`src/verilog/read_in_pkg.sv`:
```
// Constants shared by the read-in sequencer and its ratio divider.
// Assumes one clock (the store clock, aclk) and an AXI4-Lite register port.
package read_in_pkg;
  // Store geometry
  localparam int MAIN_MOD = 513;
  localparam logic [9:0] MAIN_LAST = 10'h200;
  localparam logic [9:0] PRESET_POINT = 10'h040;
  localparam logic [9:0] HOLD_PRESET = 10'h002;
  localparam logic [8:0] WRITE_LAST = 9'h1ff;
  // Write request stretch, strictly between 64 and 128 store clocks
  localparam int STRETCH_MIN = 64;
  localparam int STRETCH_MAX = 128;
  localparam logic [6:0] STRETCH_CYC = 7'(STRETCH_MIN + (STRETCH_MAX - STRETCH_MIN) / 2);
  // Ratio select field layout
  localparam int MANT_LSB = 0;
  localparam int DEC_LSB = 2;
  localparam logic [1:0] MANT_ONE = 2'h0;
  localparam logic [1:0] MANT_TWO = 2'h1;
  localparam logic [1:0] MANT_FIVE = 2'h2;
  localparam int DEC_STAGES = 2;
  // Register map (byte addresses)
  localparam logic [3:0] ADDR_CTRL = 4'h0;
  localparam logic [3:0] ADDR_STATUS = 4'h4;
  localparam logic [3:0] ADDR_COUNT = 4'h8;
  localparam logic [3:0] CTRL_RESET = 4'h0;
  // Status bit positions
  localparam int ST_HOLD = 0;
  localparam int ST_START = 1;
  localparam int ST_WREQ = 2;
  localparam int ST_DWELL = 3;
  localparam int ST_SPEED_LSB = 4;
  localparam int ST_WCOUNT_LSB = 16;
  localparam logic [1:0] RESP_OKAY = 2'h0;
  localparam logic [1:0] RESP_SLVERR = 2'h2;
endpackage : read_in_pkg

```
`src/verilog/ratio_if.sv`:
```
// Link between the sequencer and its 1-2-5 ratio divider.
// Assumes both ends sit on the same clock.
`timescale 1ns/1ps
`default_nettype none
interface ratio_if;
  logic tick;
  logic halt;
  logic clear;
  logic [3:0] ratio_sel;
  logic out_pulse;
  modport src (output tick, output halt, output clear, output ratio_sel, input out_pulse);
  modport div (input tick, input halt, input clear, input ratio_sel, output out_pulse);
endinterface : ratio_if
`default_nettype wire

```
`src/verilog/ratio_divider.sv`:
```
// Programmable 1-2-5 divider: /1, /2 or /5 mantissa stage then decade stages.
// Assumes tick is a one-cycle pulse and ratio_sel is already latched.
`timescale 1ns/1ps
`default_nettype none
module ratio_divider
  import read_in_pkg::*;
(
  // Clock and reset
  input wire logic aclk,
  input wire logic aresetn,
  // Sequencer side
  ratio_if.div dv
);
  logic [1:0] mant;
  logic [1:0] dec;
  logic [2:0] m_q;
  logic m_pulse;
  logic [DEC_STAGES:0] chain;
  logic [3:0] d_q [DEC_STAGES];

  assign mant = dv.ratio_sel[MANT_LSB +: 2];
  assign dec = dv.ratio_sel[DEC_LSB +: 2];

  // dwell freezes the divider
  always_ff @(posedge aclk) begin
    if (!aresetn || dv.clear) begin
      m_q <= 3'h0;
    end else if (dv.tick && !dv.halt) begin
      if ((mant == MANT_TWO && m_q == 3'h1) || (mant == MANT_FIVE && m_q == 3'h4)) begin
        m_q <= 3'h0;
      end else begin
        m_q <= m_q + 3'h1;
      end
    end
  end

  // mantissa stage picks /1, /2 or /5
  always_comb begin
    case (mant)
      MANT_TWO: m_pulse = dv.tick && !dv.halt && m_q == 3'h1;
      MANT_FIVE: m_pulse = dv.tick && !dv.halt && m_q == 3'h4;
      default: m_pulse = dv.tick && !dv.halt;
    endcase
  end

  assign chain[0] = m_pulse;

  // decade stages gated in by the latched command
  genvar i;
  generate
    for (i = 0; i < DEC_STAGES; i++) begin : g_dec
      logic used;
      assign used = (dec > 2'(i));
      always_ff @(posedge aclk) begin
        if (!aresetn || dv.clear || !used) begin
          d_q[i] <= 4'h0;
        end else if (chain[i]) begin
          d_q[i] <= (d_q[i] == 4'h9) ? 4'h0 : d_q[i] + 4'h1;
        end
      end
      assign chain[i+1] = used ? (chain[i] && d_q[i] == 4'h9) : chain[i];
    end
  endgenerate

  always_ff @(posedge aclk) begin
    if (!aresetn || dv.clear) begin
      dv.out_pulse <= 1'b0;
    end else begin
      dv.out_pulse <= chain[DEC_STAGES];
    end
  end
endmodule : ratio_divider
`default_nettype wire

```
`src/verilog/read_in_seq.sv`:
```
// Read-in sequence controller: decides when sampled data enters the
// recirculating store. aclk is the store clock; registers over AXI4-Lite.
// Assumes end_of_store, dwell and meas_active are synchronous to aclk.
//
// Local design decisions: the AXI4-Lite slave port and the address map.
`timescale 1ns/1ps
`default_nettype none
// Functional notes
// Main counter wraps every 513 clocks
// Cycle output drives 1-2-5 ratio divider
// Only latched speed command selects stages
// Write request stretched 64 to 128 clocks
// Request at count 64 gives preset pulse
// Request ends before next count 64
// Each write shifts write point 64
// Preset pulses gated by store selection
// Ungated preset pulses step scan ramp
// Write counter limits sweep to 512
// Write counter wrap requests centre measurement
// Sweep complete sets hold, low preset two
// Start reset never fires sweep complete
// Write counter low bit picks store
// End-of-store blocked during measurement period
// Auto mode end-of-store clears hold
// Single mode needs start before clearing
// Start press outside manual sets hold
// Hold falling edge resets start latch
// Manual holds counters, start ignored
// Manual edge gives substitute measurement reply
// Dwell halts divider, main counter runs
// Buttons synchronised, single-cycle edge detection (start_button used as a level; only manual_mode edge-detected)
module read_in_seq
  import read_in_pkg::*;
#(
  // Index of the last write request of a sweep
  parameter logic [8:0] LAST_WRITE = WRITE_LAST
) (
  // Clock and reset
  input wire logic aclk,
  input wire logic aresetn,
  // AXI4-Lite slave
  input wire logic [3:0] s_axil_awaddr,
  input wire logic s_axil_awvalid,
  output logic s_axil_awready,
  input wire logic [31:0] s_axil_wdata,
  input wire logic [3:0] s_axil_wstrb,
  input wire logic s_axil_wvalid,
  output logic s_axil_wready,
  output logic [1:0] s_axil_bresp,
  output logic s_axil_bvalid,
  input wire logic s_axil_bready,
  input wire logic [3:0] s_axil_araddr,
  input wire logic s_axil_arvalid,
  output logic s_axil_arready,
  output logic [31:0] s_axil_rdata,
  output logic [1:0] s_axil_rresp,
  output logic s_axil_rvalid,
  input wire logic s_axil_rready,
  // Store and front panel
  input wire logic end_of_store,
  input wire logic start_button,
  input wire logic manual_mode,
  input wire logic auto_mode,
  input wire logic refresh_sel,
  // Scan generator and frequency counter
  input wire logic dwell,
  input wire logic meas_active,
  output logic store_write,
  output logic ordinate_step,
  output logic sweep_complete,
  output logic manual_t_reply,
  output logic store_a_sel,
  output logic store_b_sel
);
  ratio_if rif ();

  logic [9:0] main_q;
  logic main_wrap;
  logic [3:0] speed_cmd_q;
  logic [3:0] speed_latch_q;
  logic [6:0] stretch_q;
  logic wr_req_q;
  logic preset_q;
  logic [8:0] wcount_q;
  logic sweep_hold_q;
  logic hold_prev_q;
  logic start_latch_q;
  logic [2:0] start_s_q;
  logic [2:0] manual_s_q;
  logic [1:0] auto_s_q;
  logic start_now;
  logic manual_now;
  logic eos_clear;
  logic sweep_done;
  logic aw_have_q;
  logic w_have_q;
  logic [3:0] aw_addr_q;
  logic [31:0] w_data_q;
  logic [3:0] w_strb_q;

  // two-flop synchronisers, edges read past stage one
  always_ff @(posedge aclk) begin
    if (!aresetn) begin
      start_s_q <= 3'h0;
      manual_s_q <= 3'h0;
      auto_s_q <= 2'h0;
    end else begin
      start_s_q <= {start_s_q[1:0], start_button};
      manual_s_q <= {manual_s_q[1:0], manual_mode};
      auto_s_q <= {auto_s_q[0], auto_mode};
    end
  end

  assign start_now = start_s_q[1];
  assign manual_now = manual_s_q[1];

  // modulo-513 main counter
  // preset pulse loads zero next clock
  // hold presets low stage to two
  always_ff @(posedge aclk) begin
    if (!aresetn) begin
      main_q <= 10'h0;
    end else if (sweep_hold_q) begin
      main_q <= HOLD_PRESET;
    end else if (preset_q) begin
      main_q <= 10'h0;
    end else if (main_q == MAIN_LAST) begin
      main_q <= 10'h0;
    end else begin
      main_q <= main_q + 10'h1;
    end
  end

  assign main_wrap = !sweep_hold_q && !preset_q && main_q == MAIN_LAST;

  // speed latch follows command only between sweeps
  always_ff @(posedge aclk) begin
    if (!aresetn) begin
      speed_latch_q <= CTRL_RESET;
    end else if (sweep_hold_q) begin
      speed_latch_q <= speed_cmd_q;
    end
  end

  // main cycle feeds ratio divider
  // dwell halts only the divider
  assign rif.tick = main_wrap;
  assign rif.halt = dwell;
  assign rif.clear = sweep_hold_q;
  assign rif.ratio_sel = speed_latch_q;

  ratio_divider ratio_divider_inst (
    .aclk(aclk),
    .aresetn(aresetn),
    .dv(rif.div)
  );

  // stretch each divider output
  // stretch ends before restart reaches 64
  always_ff @(posedge aclk) begin
    if (!aresetn || sweep_hold_q) begin
      stretch_q <= 7'h0;
      wr_req_q <= 1'b0;
    end else if (rif.out_pulse) begin
      stretch_q <= STRETCH_CYC - 7'h1;
      wr_req_q <= 1'b1;
    end else if (stretch_q != 7'h0) begin
      stretch_q <= stretch_q - 7'h1;
    end else begin
      wr_req_q <= 1'b0;
    end
  end

  // one-clock preset enable at count 64
  // restart from zero moves write point 64
  always_ff @(posedge aclk) begin
    if (!aresetn || sweep_hold_q) begin
      preset_q <= 1'b0;
    end else begin
      preset_q <= wr_req_q && !preset_q && main_q == PRESET_POINT;
    end
  end

  // store selection gates auto write strobe
  // ungated pulses step the scan ramp
  always_ff @(posedge aclk) begin
    if (!aresetn) begin
      store_write <= 1'b0;
      ordinate_step <= 1'b0;
    end else begin
      store_write <= preset_q && refresh_sel;
      ordinate_step <= preset_q;
    end
  end

  // write counter modulo 512
  always_ff @(posedge aclk) begin
    if (!aresetn || sweep_hold_q) begin
      wcount_q <= 9'h0;
    end else if (rif.out_pulse) begin
      wcount_q <= wcount_q + 9'h1;
    end
  end

  // wrap of write counter ends sweep
  // counter reset or start press never fires it
  assign sweep_done = rif.out_pulse && wcount_q == LAST_WRITE && !sweep_hold_q && !start_now;

  always_ff @(posedge aclk) begin
    if (!aresetn) begin
      sweep_complete <= 1'b0;
    end else begin
      sweep_complete <= sweep_done;
    end
  end

  // low write count bit picks store A or B
  always_ff @(posedge aclk) begin
    if (!aresetn) begin
      store_a_sel <= 1'b1;
      store_b_sel <= 1'b0;
    end else begin
      store_a_sel <= !wcount_q[0];
      store_b_sel <= wcount_q[0];
    end
  end

  // no clearing during measurement period
  // auto mode passes end-of-store
  // single mode waits for start latch
  // manual keeps the hold set
  assign eos_clear = end_of_store && !meas_active && !start_now && !manual_now
    && (auto_s_q[1] || start_latch_q);

  // sweep complete sets hold
  // start press outside manual sets hold
  // manual holds counters reset
  // Set terms win over an end-of-store clear in the same clock
  always_ff @(posedge aclk) begin
    if (!aresetn) begin
      sweep_hold_q <= 1'b1;
    end else if (sweep_done || manual_now || start_now) begin
      sweep_hold_q <= 1'b1;
    end else if (eos_clear) begin
      sweep_hold_q <= 1'b0;
    end
  end

  // start latch cleared on hold falling edge
  // start ignored in manual mode
  always_ff @(posedge aclk) begin
    if (!aresetn) begin
      hold_prev_q <= 1'b1;
      start_latch_q <= 1'b0;
    end else begin
      hold_prev_q <= sweep_hold_q;
      if (start_now && !manual_now) begin
        start_latch_q <= 1'b1;
      end else if (hold_prev_q && !sweep_hold_q) begin
        start_latch_q <= 1'b0;
      end
    end
  end

  // manual press imitates measurement reply
  always_ff @(posedge aclk) begin
    if (!aresetn) begin
      manual_t_reply <= 1'b0;
    end else begin
      manual_t_reply <= manual_s_q[1] && !manual_s_q[2];
    end
  end

  // Write path: address and data taken in either order
  always_ff @(posedge aclk) begin
    if (!aresetn) begin
      aw_have_q <= 1'b0;
      w_have_q <= 1'b0;
      aw_addr_q <= 4'h0;
      w_data_q <= 32'h0;
      w_strb_q <= 4'h0;
      s_axil_awready <= 1'b1;
      s_axil_wready <= 1'b1;
      s_axil_bvalid <= 1'b0;
      s_axil_bresp <= RESP_OKAY;
      speed_cmd_q <= CTRL_RESET;
    end else begin
      if (s_axil_awvalid && s_axil_awready) begin
        aw_have_q <= 1'b1;
        aw_addr_q <= s_axil_awaddr;
        s_axil_awready <= 1'b0;
      end
      if (s_axil_wvalid && s_axil_wready) begin
        w_have_q <= 1'b1;
        w_data_q <= s_axil_wdata;
        w_strb_q <= s_axil_wstrb;
        s_axil_wready <= 1'b0;
      end
      if (aw_have_q && w_have_q && !s_axil_bvalid) begin
        s_axil_bvalid <= 1'b1;
        aw_have_q <= 1'b0;
        w_have_q <= 1'b0;
        if (aw_addr_q == ADDR_CTRL) begin
          s_axil_bresp <= RESP_OKAY;
          if (w_strb_q[0]) begin
            speed_cmd_q <= w_data_q[3:0];
          end
        end else if (aw_addr_q == ADDR_STATUS || aw_addr_q == ADDR_COUNT) begin
          s_axil_bresp <= RESP_OKAY;
        end else begin
          s_axil_bresp <= RESP_SLVERR;
        end
      end
      if (s_axil_bvalid && s_axil_bready) begin
        s_axil_bvalid <= 1'b0;
        s_axil_awready <= 1'b1;
        s_axil_wready <= 1'b1;
      end
    end
  end

  // Read path; unmapped addresses read zero with an error
  always_ff @(posedge aclk) begin
    if (!aresetn) begin
      s_axil_arready <= 1'b1;
      s_axil_rvalid <= 1'b0;
      s_axil_rdata <= 32'h0;
      s_axil_rresp <= RESP_OKAY;
    end else if (s_axil_arvalid && s_axil_arready) begin
      s_axil_arready <= 1'b0;
      s_axil_rvalid <= 1'b1;
      s_axil_rresp <= RESP_OKAY;
      s_axil_rdata <= 32'h0;
      case (s_axil_araddr)
        ADDR_CTRL: s_axil_rdata <= {28'h0, speed_cmd_q};
        ADDR_STATUS: begin
          s_axil_rdata[ST_HOLD] <= sweep_hold_q;
          s_axil_rdata[ST_START] <= start_latch_q;
          s_axil_rdata[ST_WREQ] <= wr_req_q;
          s_axil_rdata[ST_DWELL] <= dwell;
          s_axil_rdata[ST_SPEED_LSB +: 4] <= speed_latch_q;
          s_axil_rdata[ST_WCOUNT_LSB +: 9] <= wcount_q;
        end
        ADDR_COUNT: s_axil_rdata <= {22'h0, main_q};
        default: s_axil_rresp <= RESP_SLVERR;
      endcase
    end else if (s_axil_rvalid && s_axil_rready) begin
      s_axil_rvalid <= 1'b0;
      s_axil_arready <= 1'b1;
    end
  end
endmodule : read_in_seq
`default_nettype wire

```
`config.mk`:
```
export PLATFORM = sky130hd
export DESIGN_NAME = read_in_seq
export DESIGN_NICKNAME = d
export VERILOG_FILES = /design/src/verilog/read_in_pkg.sv /design/src/verilog/ratio_if.sv /design/src/verilog/ratio_divider.sv /design/src/verilog/read_in_seq.sv
export SDC_FILE = /design/constraint.sdc
export NUM_CORES = 1
export LEC_CHECK = 0
export ABC_AREA = 0
export BUFFER_PORTS_ARGS = -buffer_cell sky130_fd_sc_hd__buf_2
export CORE_ASPECT_RATIO = 0.9
export CORE_UTILIZATION = 50
export CTS_BUF_LIST = sky130_fd_sc_hd__clkbuf_16
export CTS_CLUSTER_DIAMETER = 100
export CTS_CLUSTER_SIZE = 25
export DETAILED_ROUTE_END_ITERATION = 10
export HOLD_SLACK_MARGIN = 0.06
export PLACE_DENSITY_LB_ADDON = 0.3
export SYNTH_ARGS = -nofsm -noshare
export SYNTH_HDL_FRONTEND = slang
export SYNTH_SLANG_ARGS = --single-unit
export TNS_END_PERCENT = 1
```
`constraint.sdc`:
```
create_clock -name aclk -period 2.6 [get_ports aclk]
set_clock_uncertainty 0.15 [all_clocks]
set_input_delay 0.26 -clock aclk [delete_from_list [all_inputs] [get_ports aclk]]
set_output_delay 0.26 -clock aclk [all_outputs]
set_load 0.005 [all_outputs]
```
==> flow_metrics.tcl <==
set metrics [dict create \
    drive_gt1_share_pct 16.3 \
    hold_path.class "in2reg" \
    synth_area_um2 4360 \
    maxSlewHeadroom_pct 53.7 \
    finalHoldViolations 0 \
    initial_core_util_pct 52.7 \
    fin_util_pct 62.6 \
    drt-vias-per-instance 5.25 \
    critPathSlowestCell "dfxtp_1" \
    die_area_um2 9090 \
    rsz0062_at_grt "no" \
    row_count 31 \
    layout_common_cells "dfxtp_1 (93), buf_2 (58), nand2_1 (42)" \
    setup_tns_ns 0 \
    cts_tree "built" \
    dp.cells 621 \
    diodes 0 \
    antenna_found_initial 0 \
    die_x_um 100 \
    vias 3440 \
    die_h_um 90.6 \
    grt_pass1_wl_mm 15.2 \
    max_freq_mhz 470 \
    wire_per_inst_um 13.7 \
    port_buffers 58 \
    final_common_cell "dfxtp_1" \
    worstSetupEndpointType "flip-flop" \
    final_max_slew_viol_count 0 \
    cpPeakStageDelay_ns 0.46 \
    synth_cell_types 55 \
    crit_fanout 12 \
    setup_violations 0 \
    globalRouteOverflowTotal 0 \
    area_growth_pct 18.6 \
    synth.yosys.seq_area_share_pct 48.2 \
    cts_buffers 9 \
    coreArea_um2 8260 \
    ir_drop_v 0.000433 \
    start_kind "flip-flop" \
    fin_crit_sh_pct 81.9 \
    wirelength_mm 8.98 \
    grt_pass1_vias 3279 \
    worst_ep_required_time_ns 2.49 \
    cellLeakagePower_nw 1.98 \
    syn_area_per_cell_um2 9.39 \
    p_total_mw 3.08 \
    p_per_area_nw_per_um2 595 \
    nets 607 \
    grt_max_degree 58 \
    synth_edf_count 8 \
    synthFlopType "dfxtp_1" \
    cts.clk_slew.worst_paths_ns 0.07 \
    cts_root_buffer "clkbuf_16" \
    min_period_ns 2.13 \
    route.detailed.drc 0 \
    firstDrtPassIters 5 \
    dp_hpwl_mm 6.19 \
    cts_num_sinks 101 \
    place_congestion 0.848 \
    crit_chain "nor4b_1 -> and4b_1 -> nand3_2 -> nand3_1" \
    syn_inst 464 \
    tightest_slew_ns 0.693 \
    synth_warnings 0 \
    drv_cap 0 \
    cts-htree-levels 3 \
    synth_seq_cells 101 \
    drt_iter0_markers 133 \
    cp.arrival_ns 2.02 \
    clk_latency_ns 0.34 \
    finalNonFillerCells 655 \
    ios 105 \
    clock_path_buffers 2 \
    status "completed" \
    ant_nets 0 \
    path_class "reg2reg" \
    grt_use_total_pct 20.9 \
    synth-async-reset-ratio_pct 0 \
]
[path summary, 6_finish.rpt]
path	startpoint	end	slack (ns)	cells after the start
min reg2reg	manual_s_q[2]	manual_t_reply	0.24	1
min	meas_active	rif.clear	0.12	4
max	rif.clear	ratio_divider_inst.d_q[1][1]	0.47	4
max reg2reg	rif.clear	ratio_divider_inst.d_q[1][1]	0.47	4
[state kept, by name, summed over array words and instances (netlist names), 7 cells and up]
signal and count:
main_q 10, s_axil_rdata 19, wcount_q 9, ratio_divider_inst.d_q 8, stretch_q 7
[final cells by class]
| class | count | area (µm²) |
|---|---|---|
| Clock buffer | 9 | 225 |
| Clock inverter | 7 | 77.6 |
| Fill cell | 720 | 3090 |
| Inverter | 19 | 71.3 |
| Multi-Input combinational cell | 324 | 2050 |
| Sequential cell | 101 | 2100 |
| Tap cell | 115 | 144 |
| Timing Repair Buffer | 80 | 500 |
[cell usage after synthesis, types with 13 or more instances]
master | count | area, µm²
a21oi_1 | 20 | 100
o21ai_0 | 17 | 85.1
clkbuf_1 | 13 | 48.8
nand2_1 | 42 | 158
and2_1 | 15 | 93.8
nor2_1 | 30 | 113
a21boi_0 | 15 | 113
dfxtp_1 | 93 | 1860
nand3_1 | 35 | 175
ha_1 | 14 | 175
inv_1 | 19 | 71.3
buf_4 | 15 | 113
[per-stage QoR]
step	setup slack [ns]	hold WS, ns	cell area (µm²)
floorplan	0.761	0.210	4410
global placement	0.577	0.226	4690
detailed placement	0.503	0.238	4690
CTS	0.474	0.125	5170
global route	0.314	0.149	5170
finish	0.470	0.123	5170
[power by group]
| group | leakage (nW) | switching [mW] | internal (mW) |
|---|---|---|---|
| Sequential | 0.853 | 0.0196 | 1.59 |
| Combinational | 0.986 | 0.0816 | 0.0729 |
| Clock | 0.144 | 0.633 | 0.681 |
[layer usage]
layer  up-vias  GRT usage (%)  wire [µm]
met5         -              0          0
met4         0           5.68         99
met3         9           6.50        434
met2        95           33.6       4300
met1      1616           27.1       4150
li1       1720              -          -
[kinds of logic (layout without fill, tap and decap cells)]
group	after synthesis	count (layout)	share of synthesized area [%]
flip-flops	101	101	48.2
AO/OA/AOI/OAI	82	82	12.3
multiplexers	10	10	2.30
buffers and inverters	53	115	5.94
XOR/XNOR	18	18	3.62
AND/OR/NAND/NOR	185	185	23.4
other	1	15	0.0861
adder cells (fa/ha/maj)	14	14	4.02
[critical path, delay by kind of cell, from the launching register on]
kind	cells	cell delay, ns
AND/OR/NAND/NOR	4	1.22
flip-flops	1	0.46
[repair_timing]
action,4_1_cts,5_1_grt
resized for setup,0,0
buffers inserted,0,0
endpoints found under the setup margin,0,0
endpoints found under the hold margin,17,0
hold buffers,18,0
Power figures use the tool's default switching activity.
